===== src/verilog/cars_cfg.svh =====
`ifndef CARS_CFG_SVH
`define CARS_CFG_SVH

// Special-register numbers decoded by the move instructions
`define CARS_SREG_IES 10'h001
`define CARS_SREG_LINK 10'h008
`define CARS_SREG_LOOP 10'h009
`define CARS_SREG_SAVE 10'h01B
`define CARS_SREG_TLO_RD 10'h10C
`define CARS_SREG_THI_RD 10'h10D
`define CARS_SREG_TLO_WR 10'h11C
`define CARS_SREG_THI_WR 10'h11D
`define CARS_SREG_IMPL0 10'h3F0

// Implemented storage of the integer exception status word
`define CARS_IES_MASK 32'hE000FF7F
`define CARS_IES_SUM 31
`define CARS_IES_OVF 30
`define CARS_IES_CARRY 29

// Machine-state word fields (bit n of the word sits at [31-n])
`define CARS_MSW_LOWE 18
`define CARS_MSW_AIE 15
`define CARS_MSW_USER 14
`define CARS_MSW_MARK 2

// Low-power selection bits of implementation control 0
`define CARS_IMPL_DOZE 23
`define CARS_IMPL_NAP 22
`define CARS_IMPL_SLEEP 21

// Reset values
`define CARS_MSW_RST 32'h00000000
`define CARS_IMPL0_RST 32'h00000000
`define CARS_WORD_RST 32'h00000000

`endif


===== src/verilog/cars_pkg.sv =====
package cars_pkg;

   // Which special register a move instruction selects
   typedef enum logic [3:0] {
      SEL_NONE,
      SEL_IES,
      SEL_LINK,
      SEL_LOOP,
      SEL_SAVE,
      SEL_TLO,
      SEL_THI,
      SEL_IMPL0
   } cars_sel_e;

   // Power state of the core
   typedef enum logic [1:0] {
      PWR_FULL,
      PWR_DOZE,
      PWR_NAP,
      PWR_SLEEP
   } cars_pwr_e;

endpackage : cars_pkg


===== src/verilog/cars_timebase.sv =====
`timescale 1ns/1ps
`include "cars_cfg.svh"

// Two-half time base; a write to a half takes precedence over the tick
module cars_timebase #(
   parameter int W = 32
) (
   input wire logic core_clk,
   input wire logic rstn,
   input wire logic tick,
   input wire logic wr_lo,
   input wire logic wr_hi,
   input wire logic [W-1:0] wdata,
   output logic [W-1:0] lo_q,
   output logic [W-1:0] hi_q
);

   logic carry;

   // Upper half steps when a tick finds the lower half all ones, even if a write to it lands then
   assign carry = tick && (lo_q == {W{1'b1}});

   // Lower half
   always_ff @(posedge core_clk) begin
      if (!rstn) begin
         lo_q <= '0;
      end else if (wr_lo) begin
         lo_q <= wdata;
      end else if (tick) begin
         lo_q <= lo_q + W'(1);
      end
   end

   // Upper half
   always_ff @(posedge core_clk) begin
      if (!rstn) begin
         hi_q <= '0;
      end else if (wr_hi) begin
         hi_q <= wdata;
      end else if (carry) begin
         hi_q <= hi_q + W'(1);
      end
   end

endmodule : cars_timebase


===== src/verilog/cars_regset.sv =====
`timescale 1ns/1ps
`include "cars_cfg.svh"

// Overview of operation
// - Unknown special-register numbers raise illegal instruction
// - Integer exception status is special register 1
// - Status bits 16 to 23 are real storage
// - Thirty-two general registers for integer and addressing
// - Thirty-two floating registers for floating instructions
// - Condition word is eight independent 4-bit fields
// - Time base halves: supervisor write, anyone reads
// - State word changes only by move, call, return, exception, wake
// - Exceptions copy the state word to saved state
// - Low-energy bit gates entry to power saving
// - Doze, nap, sleep bits choose the power state
// - Waking from power saving clears low-energy bit
// - Marked-process bit tells monitor to count
// - Async enable gates all five exception sources
// - User registers need no supervisor privilege
// - Link register feeds branch target, captures return
// - Loop count decrements and feeds branch target
// - Memory moves only through load and store
// - Destination may differ from both sources
module cars_regset #(
   parameter int GW = 32,
   parameter int FW = 64,
   parameter int NREG = 32
) (
   input wire logic core_clk,
   input wire logic rstn,
   // General registers: two reads, one write
   input wire logic [4:0] gen_ra,
   input wire logic [4:0] gen_rb,
   input wire logic gen_we,
   input wire logic [4:0] gen_rd,
   input wire logic [GW-1:0] gen_wdata,
   output logic [GW-1:0] gen_a_q,
   output logic [GW-1:0] gen_b_q,
   // Floating registers: two reads, one write
   input wire logic [4:0] flt_ra,
   input wire logic [4:0] flt_rb,
   input wire logic flt_we,
   input wire logic [4:0] flt_rd,
   input wire logic [FW-1:0] flt_wdata,
   output logic [FW-1:0] flt_a_q,
   output logic [FW-1:0] flt_b_q,
   // Condition fields
   input wire logic cond_we,
   input wire logic [2:0] cond_fld,
   input wire logic [3:0] cond_val,
   input wire logic [4:0] cond_bit_sel,
   output logic [31:0] cond_q,
   output logic cond_bit_q,
   // Integer exception status updates from arithmetic
   input wire logic ies_ca_we,
   input wire logic ies_ca_val,
   input wire logic ies_ov_we,
   input wire logic ies_ov_val,
   output logic [31:0] ies_q,
   // Link and loop count
   input wire logic link_we,
   input wire logic [31:0] link_addr,
   input wire logic loop_dec,
   output logic [31:0] link_q,
   output logic [31:0] loop_q,
   // Special-register moves
   input wire logic sreg_req,
   input wire logic sreg_wr,
   input wire logic [9:0] sreg_num,
   input wire logic [31:0] sreg_wdata,
   output logic sreg_done_q,
   output logic [31:0] sreg_rdata_q,
   output logic sreg_illegal_q,
   output logic sreg_priv_q,
   // State word changes
   input wire logic msw_wr,
   input wire logic [31:0] msw_wdata,
   input wire logic exc_take,
   input wire logic call_take,
   input wire logic ret_exec,
   output logic [31:0] msw_q,
   output logic [31:0] save_q,
   // Time base
   input wire logic tb_tick,
   output logic [31:0] time_lower_q,
   output logic [31:0] time_upper_q,
   // Power and events
   input wire logic pwr_idle,
   input wire logic wake_evt,
   output cars_pkg::cars_pwr_e pwr_state_q,
   output logic mark_count_q,
   input wire logic [4:0] async_src,
   output logic [4:0] async_take_q
);

   logic [GW-1:0] gen_mem [NREG];
   logic [FW-1:0] flt_mem [NREG];
   logic [31:0] impl0_q;
   cars_pkg::cars_sel_e sel;
   logic user_mode;
   logic sreg_ok;
   logic wr_ok;
   logic any_exc;
   logic wake_now;

   // Full decode of the number; read-only and write-only numbers differ
   function automatic cars_pkg::cars_sel_e sreg_decode(
      input logic [9:0] n,
      input logic wr
   );
      cars_pkg::cars_sel_e s;
      s = cars_pkg::SEL_NONE;
      if (n == `CARS_SREG_IES) begin
         s = cars_pkg::SEL_IES;
      end else if (n == `CARS_SREG_LINK) begin
         s = cars_pkg::SEL_LINK;
      end else if (n == `CARS_SREG_LOOP) begin
         s = cars_pkg::SEL_LOOP;
      end else if (n == `CARS_SREG_SAVE) begin
         s = cars_pkg::SEL_SAVE;
      end else if (n == `CARS_SREG_IMPL0) begin
         s = cars_pkg::SEL_IMPL0;
      end else if (!wr && n == `CARS_SREG_TLO_RD) begin
         s = cars_pkg::SEL_TLO;
      end else if (!wr && n == `CARS_SREG_THI_RD) begin
         s = cars_pkg::SEL_THI;
      end else if (wr && n == `CARS_SREG_TLO_WR) begin
         s = cars_pkg::SEL_TLO;
      end else if (wr && n == `CARS_SREG_THI_WR) begin
         s = cars_pkg::SEL_THI;
      end
      return s;
   endfunction : sreg_decode

   // Access checks: user-level registers need no privilege
   always_comb begin
      sel = sreg_decode(sreg_num, sreg_wr);
      user_mode = msw_q[`CARS_MSW_USER];
      sreg_ok = 1'b1;
      if (sel == cars_pkg::SEL_NONE) begin
         sreg_ok = 1'b0;
      end else if (user_mode && (sel == cars_pkg::SEL_SAVE ||
                   sel == cars_pkg::SEL_IMPL0)) begin
         sreg_ok = 1'b0;
      end else if (user_mode && sreg_wr &&
                   (sel == cars_pkg::SEL_TLO ||
                    sel == cars_pkg::SEL_THI)) begin
         sreg_ok = 1'b0;
      end
      wr_ok = sreg_req && sreg_wr && sreg_ok;
      any_exc = exc_take || call_take;
      wake_now = (pwr_state_q != cars_pkg::PWR_FULL) && wake_evt;
   end

   // General registers: write port independent of both reads
   always_ff @(posedge core_clk) begin
      if (gen_we) begin
         gen_mem[gen_rd] <= gen_wdata;
      end
   end

   // Registered reads see the old value on a same-cycle write
   always_ff @(posedge core_clk) begin
      if (!rstn) begin
         gen_a_q <= '0;
         gen_b_q <= '0;
      end else begin
         gen_a_q <= gen_mem[gen_ra];
         gen_b_q <= gen_mem[gen_rb];
      end
   end

   // Floating registers, same structure at the wider width
   always_ff @(posedge core_clk) begin
      if (flt_we) begin
         flt_mem[flt_rd] <= flt_wdata;
      end
   end

   always_ff @(posedge core_clk) begin
      if (!rstn) begin
         flt_a_q <= '0;
         flt_b_q <= '0;
      end else begin
         flt_a_q <= flt_mem[flt_ra];
         flt_b_q <= flt_mem[flt_rb];
      end
   end

   // Condition word: field n occupies bits 4n..4n+3 from the top
   always_ff @(posedge core_clk) begin
      if (!rstn) begin
         cond_q <= `CARS_WORD_RST;
         cond_bit_q <= 1'b0;
      end else begin
         if (cond_we) begin
            cond_q[5'(31 - 4 * cond_fld) -: 4] <= cond_val;
         end
         cond_bit_q <= cond_q[5'(31 - cond_bit_sel)];
      end
   end

   // Integer exception status; arithmetic updates follow a move
   always_ff @(posedge core_clk) begin
      if (!rstn) begin
         ies_q <= `CARS_WORD_RST;
      end else begin
         if (wr_ok && sel == cars_pkg::SEL_IES) begin
            ies_q <= sreg_wdata & `CARS_IES_MASK;
         end
         if (ies_ca_we) begin
            ies_q[`CARS_IES_CARRY] <= ies_ca_val;
         end
         if (ies_ov_we) begin
            ies_q[`CARS_IES_OVF] <= ies_ov_val;
            if (ies_ov_val) begin
               ies_q[`CARS_IES_SUM] <= 1'b1; // Summary is sticky
            end
         end
      end
   end

   // Link register: a branch-and-link capture beats a move
   always_ff @(posedge core_clk) begin
      if (!rstn) begin
         link_q <= `CARS_WORD_RST;
      end else if (link_we) begin
         link_q <= link_addr;
      end else if (wr_ok && sel == cars_pkg::SEL_LINK) begin
         link_q <= sreg_wdata;
      end
   end

   // Loop count: a move beats the branch decrement
   always_ff @(posedge core_clk) begin
      if (!rstn) begin
         loop_q <= `CARS_WORD_RST;
      end else if (wr_ok && sel == cars_pkg::SEL_LOOP) begin
         loop_q <= sreg_wdata;
      end else if (loop_dec) begin
         loop_q <= loop_q - 32'h00000001;
      end
   end

   // Implementation control 0 holds the power-mode selection
   always_ff @(posedge core_clk) begin
      if (!rstn) begin
         impl0_q <= `CARS_IMPL0_RST;
      end else if (wr_ok && sel == cars_pkg::SEL_IMPL0) begin
         impl0_q <= sreg_wdata;
      end
   end

   // Saved state: exceptions take priority over a move
   always_ff @(posedge core_clk) begin
      if (!rstn) begin
         save_q <= `CARS_WORD_RST;
      end else if (any_exc) begin
         save_q <= msw_q;
      end else if (wr_ok && sel == cars_pkg::SEL_SAVE) begin
         save_q <= sreg_wdata;
      end
   end

   // State word: only move-to-state, call, return, exceptions and wake
   always_ff @(posedge core_clk) begin
      if (!rstn) begin
         msw_q <= `CARS_MSW_RST;
      end else if (any_exc) begin
         msw_q[`CARS_MSW_AIE] <= 1'b0;
         msw_q[`CARS_MSW_USER] <= 1'b0;
         msw_q[`CARS_MSW_LOWE] <= 1'b0;
      end else if (ret_exec) begin
         msw_q <= save_q;
      end else if (msw_wr && !msw_q[`CARS_MSW_USER]) begin
         msw_q <= msw_wdata;
      end else if (wake_now) begin
         msw_q[`CARS_MSW_LOWE] <= 1'b0;
      end
   end

   // Time base halves behind the move instructions
   cars_timebase #(
      .W(32)
   ) cars_timebase_inst (
      .core_clk(core_clk),
      .rstn(rstn),
      .tick(tb_tick),
      .wr_lo(wr_ok && sel == cars_pkg::SEL_TLO),
      .wr_hi(wr_ok && sel == cars_pkg::SEL_THI),
      .wdata(sreg_wdata),
      .lo_q(time_lower_q),
      .hi_q(time_upper_q)
   );

   // Move answer one cycle after the request
   always_ff @(posedge core_clk) begin
      if (!rstn) begin
         sreg_done_q <= 1'b0;
         sreg_illegal_q <= 1'b0;
         sreg_priv_q <= 1'b0;
         sreg_rdata_q <= `CARS_WORD_RST;
      end else begin
         sreg_done_q <= sreg_req || msw_wr;
         sreg_illegal_q <= sreg_req && sel == cars_pkg::SEL_NONE;
         sreg_priv_q <= (sreg_req && sel != cars_pkg::SEL_NONE &&
                         !sreg_ok) ||
                        (msw_wr && msw_q[`CARS_MSW_USER]);
         sreg_rdata_q <= `CARS_WORD_RST;
         if (sreg_req && !sreg_wr && sreg_ok) begin
            case (sel)
               cars_pkg::SEL_IES: sreg_rdata_q <= ies_q;
               cars_pkg::SEL_LINK: sreg_rdata_q <= link_q;
               cars_pkg::SEL_LOOP: sreg_rdata_q <= loop_q;
               cars_pkg::SEL_SAVE: sreg_rdata_q <= save_q;
               cars_pkg::SEL_IMPL0: sreg_rdata_q <= impl0_q;
               cars_pkg::SEL_TLO: sreg_rdata_q <= time_lower_q;
               cars_pkg::SEL_THI: sreg_rdata_q <= time_upper_q;
               default: sreg_rdata_q <= `CARS_WORD_RST;
            endcase
         end
      end
   end

   // Power state; sleep wins over nap, nap over doze
   always_ff @(posedge core_clk) begin
      if (!rstn) begin
         pwr_state_q <= cars_pkg::PWR_FULL;
      end else begin
         case (pwr_state_q)
            cars_pkg::PWR_FULL: begin
               if (msw_q[`CARS_MSW_LOWE] && pwr_idle && !any_exc) begin
                  if (impl0_q[`CARS_IMPL_SLEEP]) begin
                     pwr_state_q <= cars_pkg::PWR_SLEEP;
                  end else if (impl0_q[`CARS_IMPL_NAP]) begin
                     pwr_state_q <= cars_pkg::PWR_NAP;
                  end else if (impl0_q[`CARS_IMPL_DOZE]) begin
                     pwr_state_q <= cars_pkg::PWR_DOZE;
                  end
               end
            end
            default: begin
               if (wake_evt) begin
                  pwr_state_q <= cars_pkg::PWR_FULL;
               end
            end
         endcase
      end
   end

   // Monitor marking and the async enable gate
   always_ff @(posedge core_clk) begin
      if (!rstn) begin
         mark_count_q <= 1'b0;
         async_take_q <= 5'h00;
      end else begin
         mark_count_q <= msw_q[`CARS_MSW_MARK];
         async_take_q <= async_src & {5{msw_q[`CARS_MSW_AIE]}};
      end
   end

   // Memory traffic never passes here: no load or store port exists.
   // That keeps computation register-only.

   a_illegal_num: assert property (
      @(posedge core_clk) disable iff (!rstn)
      (sreg_req && sreg_decode(sreg_num, sreg_wr) == cars_pkg::SEL_NONE)
      |=> (sreg_illegal_q && sreg_done_q && sreg_rdata_q == 32'h00000000))
      else $error("unknown register number not flagged");

   a_ies_store: assert property (
      @(posedge core_clk) disable iff (!rstn)
      (sreg_req && sreg_wr && sreg_num == `CARS_SREG_IES && !ies_ca_we
       && !ies_ov_we)
      |=> ies_q[15:8] == $past(sreg_wdata[15:8]))
      else $error("status bits 16-23 not stored");

   a_tb_user_wr: assert property (
      @(posedge core_clk) disable iff (!rstn)
      (sreg_req && sreg_wr && msw_q[`CARS_MSW_USER] &&
       (sreg_num == `CARS_SREG_TLO_WR || sreg_num == `CARS_SREG_THI_WR))
      |=> sreg_priv_q && !sreg_illegal_q)
      else $error("user write to time base not refused");

   a_exc_save: assert property (
      @(posedge core_clk) disable iff (!rstn)
      (exc_take || call_take) |=> save_q == $past(msw_q))
      else $error("state word not saved on exception");

   a_pwr_gate: assert property (
      @(posedge core_clk) disable iff (!rstn)
      (pwr_state_q == cars_pkg::PWR_FULL && !msw_q[`CARS_MSW_LOWE])
      |=> pwr_state_q == cars_pkg::PWR_FULL)
      else $error("power saving entered while disabled");

   a_wake_clear: assert property (
      @(posedge core_clk) disable iff (!rstn)
      (pwr_state_q != cars_pkg::PWR_FULL && wake_evt && !msw_wr &&
       !ret_exec)
      |=> (pwr_state_q == cars_pkg::PWR_FULL &&
           !msw_q[`CARS_MSW_LOWE]))
      else $error("wake did not clear low-energy bit");

   a_async_mask: assert property (
      @(posedge core_clk) disable iff (!rstn)
      !msw_q[`CARS_MSW_AIE] |=> async_take_q == 5'h00)
      else $error("masked source passed");

   a_loop_dec: assert property (
      @(posedge core_clk) disable iff (!rstn)
      (loop_dec && !(sreg_req && sreg_wr && sreg_num == `CARS_SREG_LOOP))
      |=> loop_q == $past(loop_q) - 32'h00000001)
      else $error("loop count did not decrement");

endmodule : cars_regset


===== config.mk =====
export PLATFORM = sky130hd
export DESIGN_NAME = cars_regset
export DESIGN_NICKNAME = d
export VERILOG_FILES = /design/src/verilog/cars_pkg.sv /design/src/verilog/cars_timebase.sv /design/src/verilog/cars_regset.sv
export VERILOG_INCLUDE_DIRS = /design/src /design/src/verilog
export SDC_FILE = /design/constraint.sdc
export NUM_CORES = 2
export LEC_CHECK = 0
export BUFFER_PORTS_ARGS = -buffer_cell sky130_fd_sc_hd__buf_2
export CELL_PAD_IN_SITES_DETAIL_PLACEMENT = 0
export CELL_PAD_IN_SITES_GLOBAL_PLACEMENT = 1
export CORE_MARGIN = 2
export CORE_UTILIZATION = 35
export DETAILED_ROUTE_END_ITERATION = 8
export PLACE_DENSITY = 0.68
export SLEW_MARGIN = 30
export SYNTH_ARGS = -nofsm -noshare
export SYNTH_HDL_FRONTEND = slang
export SYNTH_SLANG_ARGS = --single-unit

===== constraint.sdc =====
create_clock -name core_clk -period 5.67 [get_ports core_clk]
set_clock_uncertainty 0.05 [all_clocks]
set_input_delay 0.567 -clock core_clk [delete_from_list [all_inputs] [get_ports core_clk]]
set_output_delay 0.567 -clock core_clk [all_outputs]
set_load 0.005 [all_outputs]

Word-level counts from Yosys, hierarchy flattened:

Memory sizes are Yosys's and may differ from the RTL's. A register that Yosys moved wholly into a read port is not among the register bits.
Index checks and enable logic that the tools add are counted.

* bitwise operators: 3
* $lt $le $gt $ge: 1
* equality and inequality tests: 19
* multiplexer cells: 45
* add/subtract/negate cells: 6
* shifts and indexed selects: 2
* reduce and logical (&&, ||, !) cells: 58

Operators with widths (number)
* 32-bit two-way mux: 12
* 32-bit case mux with 7 select lines: 1
* 32-bit by 1-bit adder with 32-bit output (second input constant): 2
* 10-bit by 9-bit equality test with 1-bit output (second input constant): 4
* 4-bit by 7-bit variable shift with 35-bit output (first input constant): 1
* 4-bit by 7-bit variable part select with 35-bit output: 1
* 32-bit bitwise mux: 1
* 32-bit equality test (second input constant): 1
* 32-bit by 1-bit subtractor with 32-bit output (second input constant): 1
* 1-bit logical AND: 27
* 3-bit two-way mux: 8
* 10-bit by 4-bit equality test with 1-bit output (second input constant): 2
* 2-bit nonzero test: 10
* 18-bit two-way mux: 1
* 4-bit by 3-bit equality test with 1-bit output (second input constant): 4
* 2-bit two-way mux: 7
* 13-bit two-way mux: 1
* 1-bit two-way mux: 12
* 10-bit by 1-bit equality test with 1-bit output (second input constant): 1
* 10-bit equality test (second input constant): 1
* 10-bit by 5-bit equality test with 1-bit output (second input constant): 1
* 5-bit subtractor (first input constant): 2
* 4-bit by 2-bit equality test with 1-bit output (second input constant): 2
* 1-bit zero test: 8
* other kinds (17): 23

* bits in writable memories: 3072
* memories: 2
* word-level logic and storage cells: 158
* input bits: 269
* bits in registers: 318
* output and inout bits: 492

Memory list
* flt_mem: depth 32, width 64, read ports 2, clocked after memory_dff 2, wr ports 1, line cars_regset.sv:97 `logic [FW-1:0] flt_mem [NREG];`
* gen_mem: depth 32, width 32, read ports 2, clocked after memory_dff 2, wr ports 1, line cars_regset.sv:96 `logic [GW-1:0] gen_mem [NREG];`

Logic depth before layout (Yosys ltp):

* word-level depth: 22
* gate-level depth with buffers: 10
* gate-level depth less buffers: 8

Modules after synthesis:

From an unflattened synthesis, not the netlist that was laid out.

* cell total of the unflattened synthesis: 9028
* area, all modules: 159013.8 sq um

Modules (own cells, without submodules)
* cars_regset: cells each 8572, sequential area each 101177.0 sq um, instances 1, area each 155315.2 sq um
* cars_timebase: cells each 456, sequential area each 1281.2 sq um, instances 1, area each 3698.5 sq um

Worst setup path after synthesis:

Ideal clock, no wire load.

* kind: in2reg
* start point: input port flt_rd[1]
* end point: memory flt_mem[12][0], enable pin
* path slack: 1.230 ns
* path buffers: 1
* data arrival time: 3.903 ns
* required time: 5.134 ns
* stages on the path: 3
* library setup time: 0.486 ns
* cells stage by stage: or3b_2 clkbuf_1 nor2_1

RTL lines
* start: declaration: line cars_regset.sv:43 `input wire logic [4:0] flt_rd,`
* end: declaration: line cars_regset.sv:97

No word-level cell before the write port.

Final worst setup path:

* start point: input port sreg_num[3]
* end point: register link_q[2]

* longest elaborated chain between the ends: 20
* elaborated cells between the ends (all ways): 38
* classes of those cells: eq/ne (14); mux (12); reduce/logical (12)

RTL lines
* start: declaration: line cars_regset.sv:69 `input wire logic [9:0] sreg_num,`
* 10-bit by 9-bit equality test with 1-bit output (no source line)
* 1-bit logical AND (no source line)
* 3-bit two-way mux: line cars_regset.sv:129 `` end else if (wr && n == `CARS_SREG_THI_WR) begin ``
* 3-bit two-way mux: line cars_regset.sv:127 `` end else if (wr && n == `CARS_SREG_TLO_WR) begin ``
* 3-bit two-way mux: line cars_regset.sv:125 `` end else if (!wr && n == `CARS_SREG_THI_RD) begin ``
* 3-bit two-way mux: line cars_regset.sv:123 `` end else if (!wr && n == `CARS_SREG_TLO_RD) begin ``
* 3-bit two-way mux: line cars_regset.sv:121 `` end else if (n == `CARS_SREG_IMPL0) begin ``
* 3-bit two-way mux: line cars_regset.sv:119 `` end else if (n == `CARS_SREG_SAVE) begin ``
* [... 4 more ...]
* 1-bit logical OR: line cars_regset.sv:146 `(sel == cars_pkg::SEL_TLO ||`
* 1-bit logical AND: line cars_regset.sv:145 `end else if (user_mode && sreg_wr &&`
* 1-bit two-way mux: line cars_regset.sv:145
* 1-bit two-way mux: line cars_regset.sv:142 `end else if (user_mode && (sel == cars_pkg::SEL_SAVE ||`
* 1-bit two-way mux: line cars_regset.sv:140 `if (sel == cars_pkg::SEL_NONE) begin`
* 1-bit logical AND: line cars_regset.sv:150 `wr_ok = sreg_req && sreg_wr && sreg_ok;`
* 1-bit logical AND (*): line cars_regset.sv:229 `end else if (wr_ok && sel == cars_pkg::SEL_LINK) begin`
* 2-bit nonzero test (no source line) (*)
* end signal: assignment: line cars_regset.sv:226 `` link_q <= `CARS_WORD_RST; ``
* end signal: assignment: line cars_regset.sv:228 `link_q <= link_addr;`
* end signal: assignment: line cars_regset.sv:230 `link_q <= sreg_wdata;`
* end: declaration: line cars_regset.sv:64 `output logic [31:0] link_q,`

Every way passes the cells marked *; elsewhere a longest branch is shown, timed or not.
A chain may end at the register's enable or synchronous reset.

==> metrics.cfg <==
[place]
place.gp.congestion = 0.896
port_buffers = 746
dpl_worst_slack_ns = 2.00
dp_hpwl_um = 323000

[power]
peakVddDrop_mv = 0.267
power_density_nw_per_um2 = 323
p_leak_nw = 63.2
total_power_mw = 60.9

[yosys]
yosys.cell_count.top_type = edfxtp_1
async_flop_share_pct = 0
synth_top_flop_cell = edfxtp_1
yosys.area.top_type = edfxtp_1
postSynthAreaPerCell_um2 = 18.7
ys_seq_area_share_pct = 64.0
synth_area_leaders = edfxtp_1, mux4_2, dfxtp_1, mux2i_1, a22oi_1
synth_cells = 8544
synth-seq-cells = 3582
netlist_area_um2 = 160000
yosysWarnings = 0
netlist.area_leader.share_pct = 57.6
ys_types = 61
synth_edf_count = 3072
synth_common_cells = edfxtp_1, mux4_2, mux2i_1

[timing]
layout_setup_ws_ns = 2.22
setup_viol = 0
setup_tns_ns = 0
worstMarginPinSlew_ns = 1.07
fmax_mhz = 290
slew_headroom_pct = 28.5
fin_crit_sh_pct = 60.8
drv_slew = 0
period_minus_slack_ns = 3.45
rsz0062_at_grt = false
finalHoldViolCount = 0

[cts]
ctsResizeCount = 0
insertion_delay_ns = 1.03
cts_max_level = 5
cts_tree = yes
path_clk_slew_ns = 0.06
numClockSinks = 3582
root_buffer = clkbuf_16
clockBufferDepth = 4
numCtsBuffers = 388

[worst_setup_path]
critPathMaxFanout = 32
reg2reg_from = msw_q[14]
rr_endpoint = cars_timebase_inst.lo_q[0]
worstSetupPathType = input port to flop
critPathCaptureType = flop
endpoint = link_q[2]
reg2reg_depth = 8
rrSetupSlack_ns = 2.44
cp.arrival_ns = 4.30
crit_required_ns = 6.52
startpoint_type = input port
startpoint = sreg_num[3]

[drt]
drt-total-wl_um = 541000
drc = 0
drt_iter0_drc = 11844
wl_per_cell_um = 34.0
ant_nets = 0
dr.pass1.iters = 7
via_per_inst = 6.01
vias = 95599

[layout]
syn_to_final_growth_pct = 17.8
drive_gt1_share_pct = 33.5
nNetsFinal = 9798

[global_routing]
grt_pass1_wl_um = 752000
grt_max_degree = 112
grt.overflow.total = 0
grt_pass1_vias = 97630
antenna_found_initial = 65
grt_usage_pct = 22.7

[die]
start_util_pct = 35.1
std_cell_rows = 248
die_x_um = 680
dieArea_um2 = 463000
core_um2 = 456000
dieHeight_um = 680
top_level_ports = 761

[status]
outcome = completed

[worst_hold_path]
hp-class = input port to flop

[flow_run]
drv_cap = 0

-- layout by cell type (no fill, tap or decap), types with 15 or more instances in the layout --
master,n
clkbuf_8,49
buf_8,15
o21ai_0,164
a31oi_1,50
nor2_4,72
clkinv_1,36
a221oi_1,17
a222oi_1,25
a21oi_1,122
dlygate4sd3_1,235
nand4_1,21
edfxtp_1,3072
mux4_2,1546
buf_2,731
nand3_1,64
nor2_1,154
and3_1,214
xnor2_1,50
a22oi_1,405
bufinv_16,34
dfxtp_1,510
buf_16,22
diode_2,53
nor3_1,30
clkinv_2,64
clkbuf_16,399
nand2_1,186
mux2i_1,882
clkbuf_1,95
a211oi_1,64
xor2_1,43
buf_12,74
buf_4,182
-- critical path, stage by stage --
cell,delay [ns]
dlygate4sd3_1,0.53
buf_2,0.21
or4b_4,0.52
or4_1,0.42
buf_4,0.23
nor2_4,0.25
and2_2,0.62
nand2_1,0.16
a31oi_1,0.20
dlygate4sd3_1,0.56
-- cell families after synthesis --
logic type / count (synthesis) / synth area share, %
simple gates: 871 / 2.78
compound gates: 863 / 3.61
buf+inv: 695 / 1.79
mux: 2436 / 27.3
fa+ha+maj: 3 / 0.0234
flops: 3582 / 64.0
other cells: 1 / 0.00234
xor+xnor: 93 / 0.509
-- flip-flops by register name (all words and copies together), names as in the netlist, 18 cells and up --
register / flops
link_q: 32
msw_q: 32
save_q: 32
impl0_q: 32
flt_b_q: 64
gen_mem: 1024
cond_q: 32
ies_q: 18
flt_a_q: 64
cars_timebase_inst.lo_q: 32
loop_q: 32
cars_timebase_inst.hi_q: 32
gen_a_q: 32
sreg_rdata_q: 32
gen_b_q: 32
flt_mem: 2048
-- stage by stage --
| stage | hold WS [ns] | utilization, % | cell area [µm²] | cells |
|---|---|---|---|---|
| finish | 0.0264 | 41.4 | 189000 | 15915 |
| detailed placement | 0.402 | 37.9 | 173000 | 14895 |
| global placement | 0.394 | 37.8 | 172000 | 14874 |
| floorplan | 0.378 | - | 160000 | 8557 |
| CTS | 0.000608 | 41.3 | 188000 | 15856 |
| global route | 0.0304 | 41.4 | 189000 | 15901 |
-- what timing repair did --
item	CTS	global route
setup buffers	0	0
hold endpoints to repair	2315	0
hold buffers	235	0
-- how the worst min path moves through the flow --
stage          cells past startpoint     startpoint             end
2_1_floorplan                      2    impl0_q[24]     impl0_q[24]
3_5_place_dp                       2    impl0_q[12]     impl0_q[12]
3_3_place_gp                       2    impl0_q[10]     impl0_q[10]
4_1_cts                            1  flt_wdata[63]  flt_mem[4][63]
5_1_grt                            4      call_take      save_q[14]
6_report                           3           rstn       save_q[9]
-- where the power goes --
group          internal, mW  switching (mW)
Sequential             29.1           0.440
Clock                  15.2            11.1
Combinational          2.21            2.96
-- cell type report --
class / instances / area, µm²
diodes: 53 / 133
clock buffers: 542 / 11000
clock inverters: 184 / 2180
fillers: 39964 / 267000
inverters: 9 / 38.8
multi-input cells: 4280 / 55600
flip-flops and latches: 3582 / 102000
well taps: 6000 / 7510
repair buffers: 1265 / 9780
-- routing by layer --
layer	up-vias	wire length, µm	global-route usage, %
met5	-	176	0
met4	28	23700	9.00
met3	1076	47900	4.31
met2	5178	264000	37.7
met1	51120	205000	29.4
li1	38197	-	-
Power figures use the tool's default switching activity.
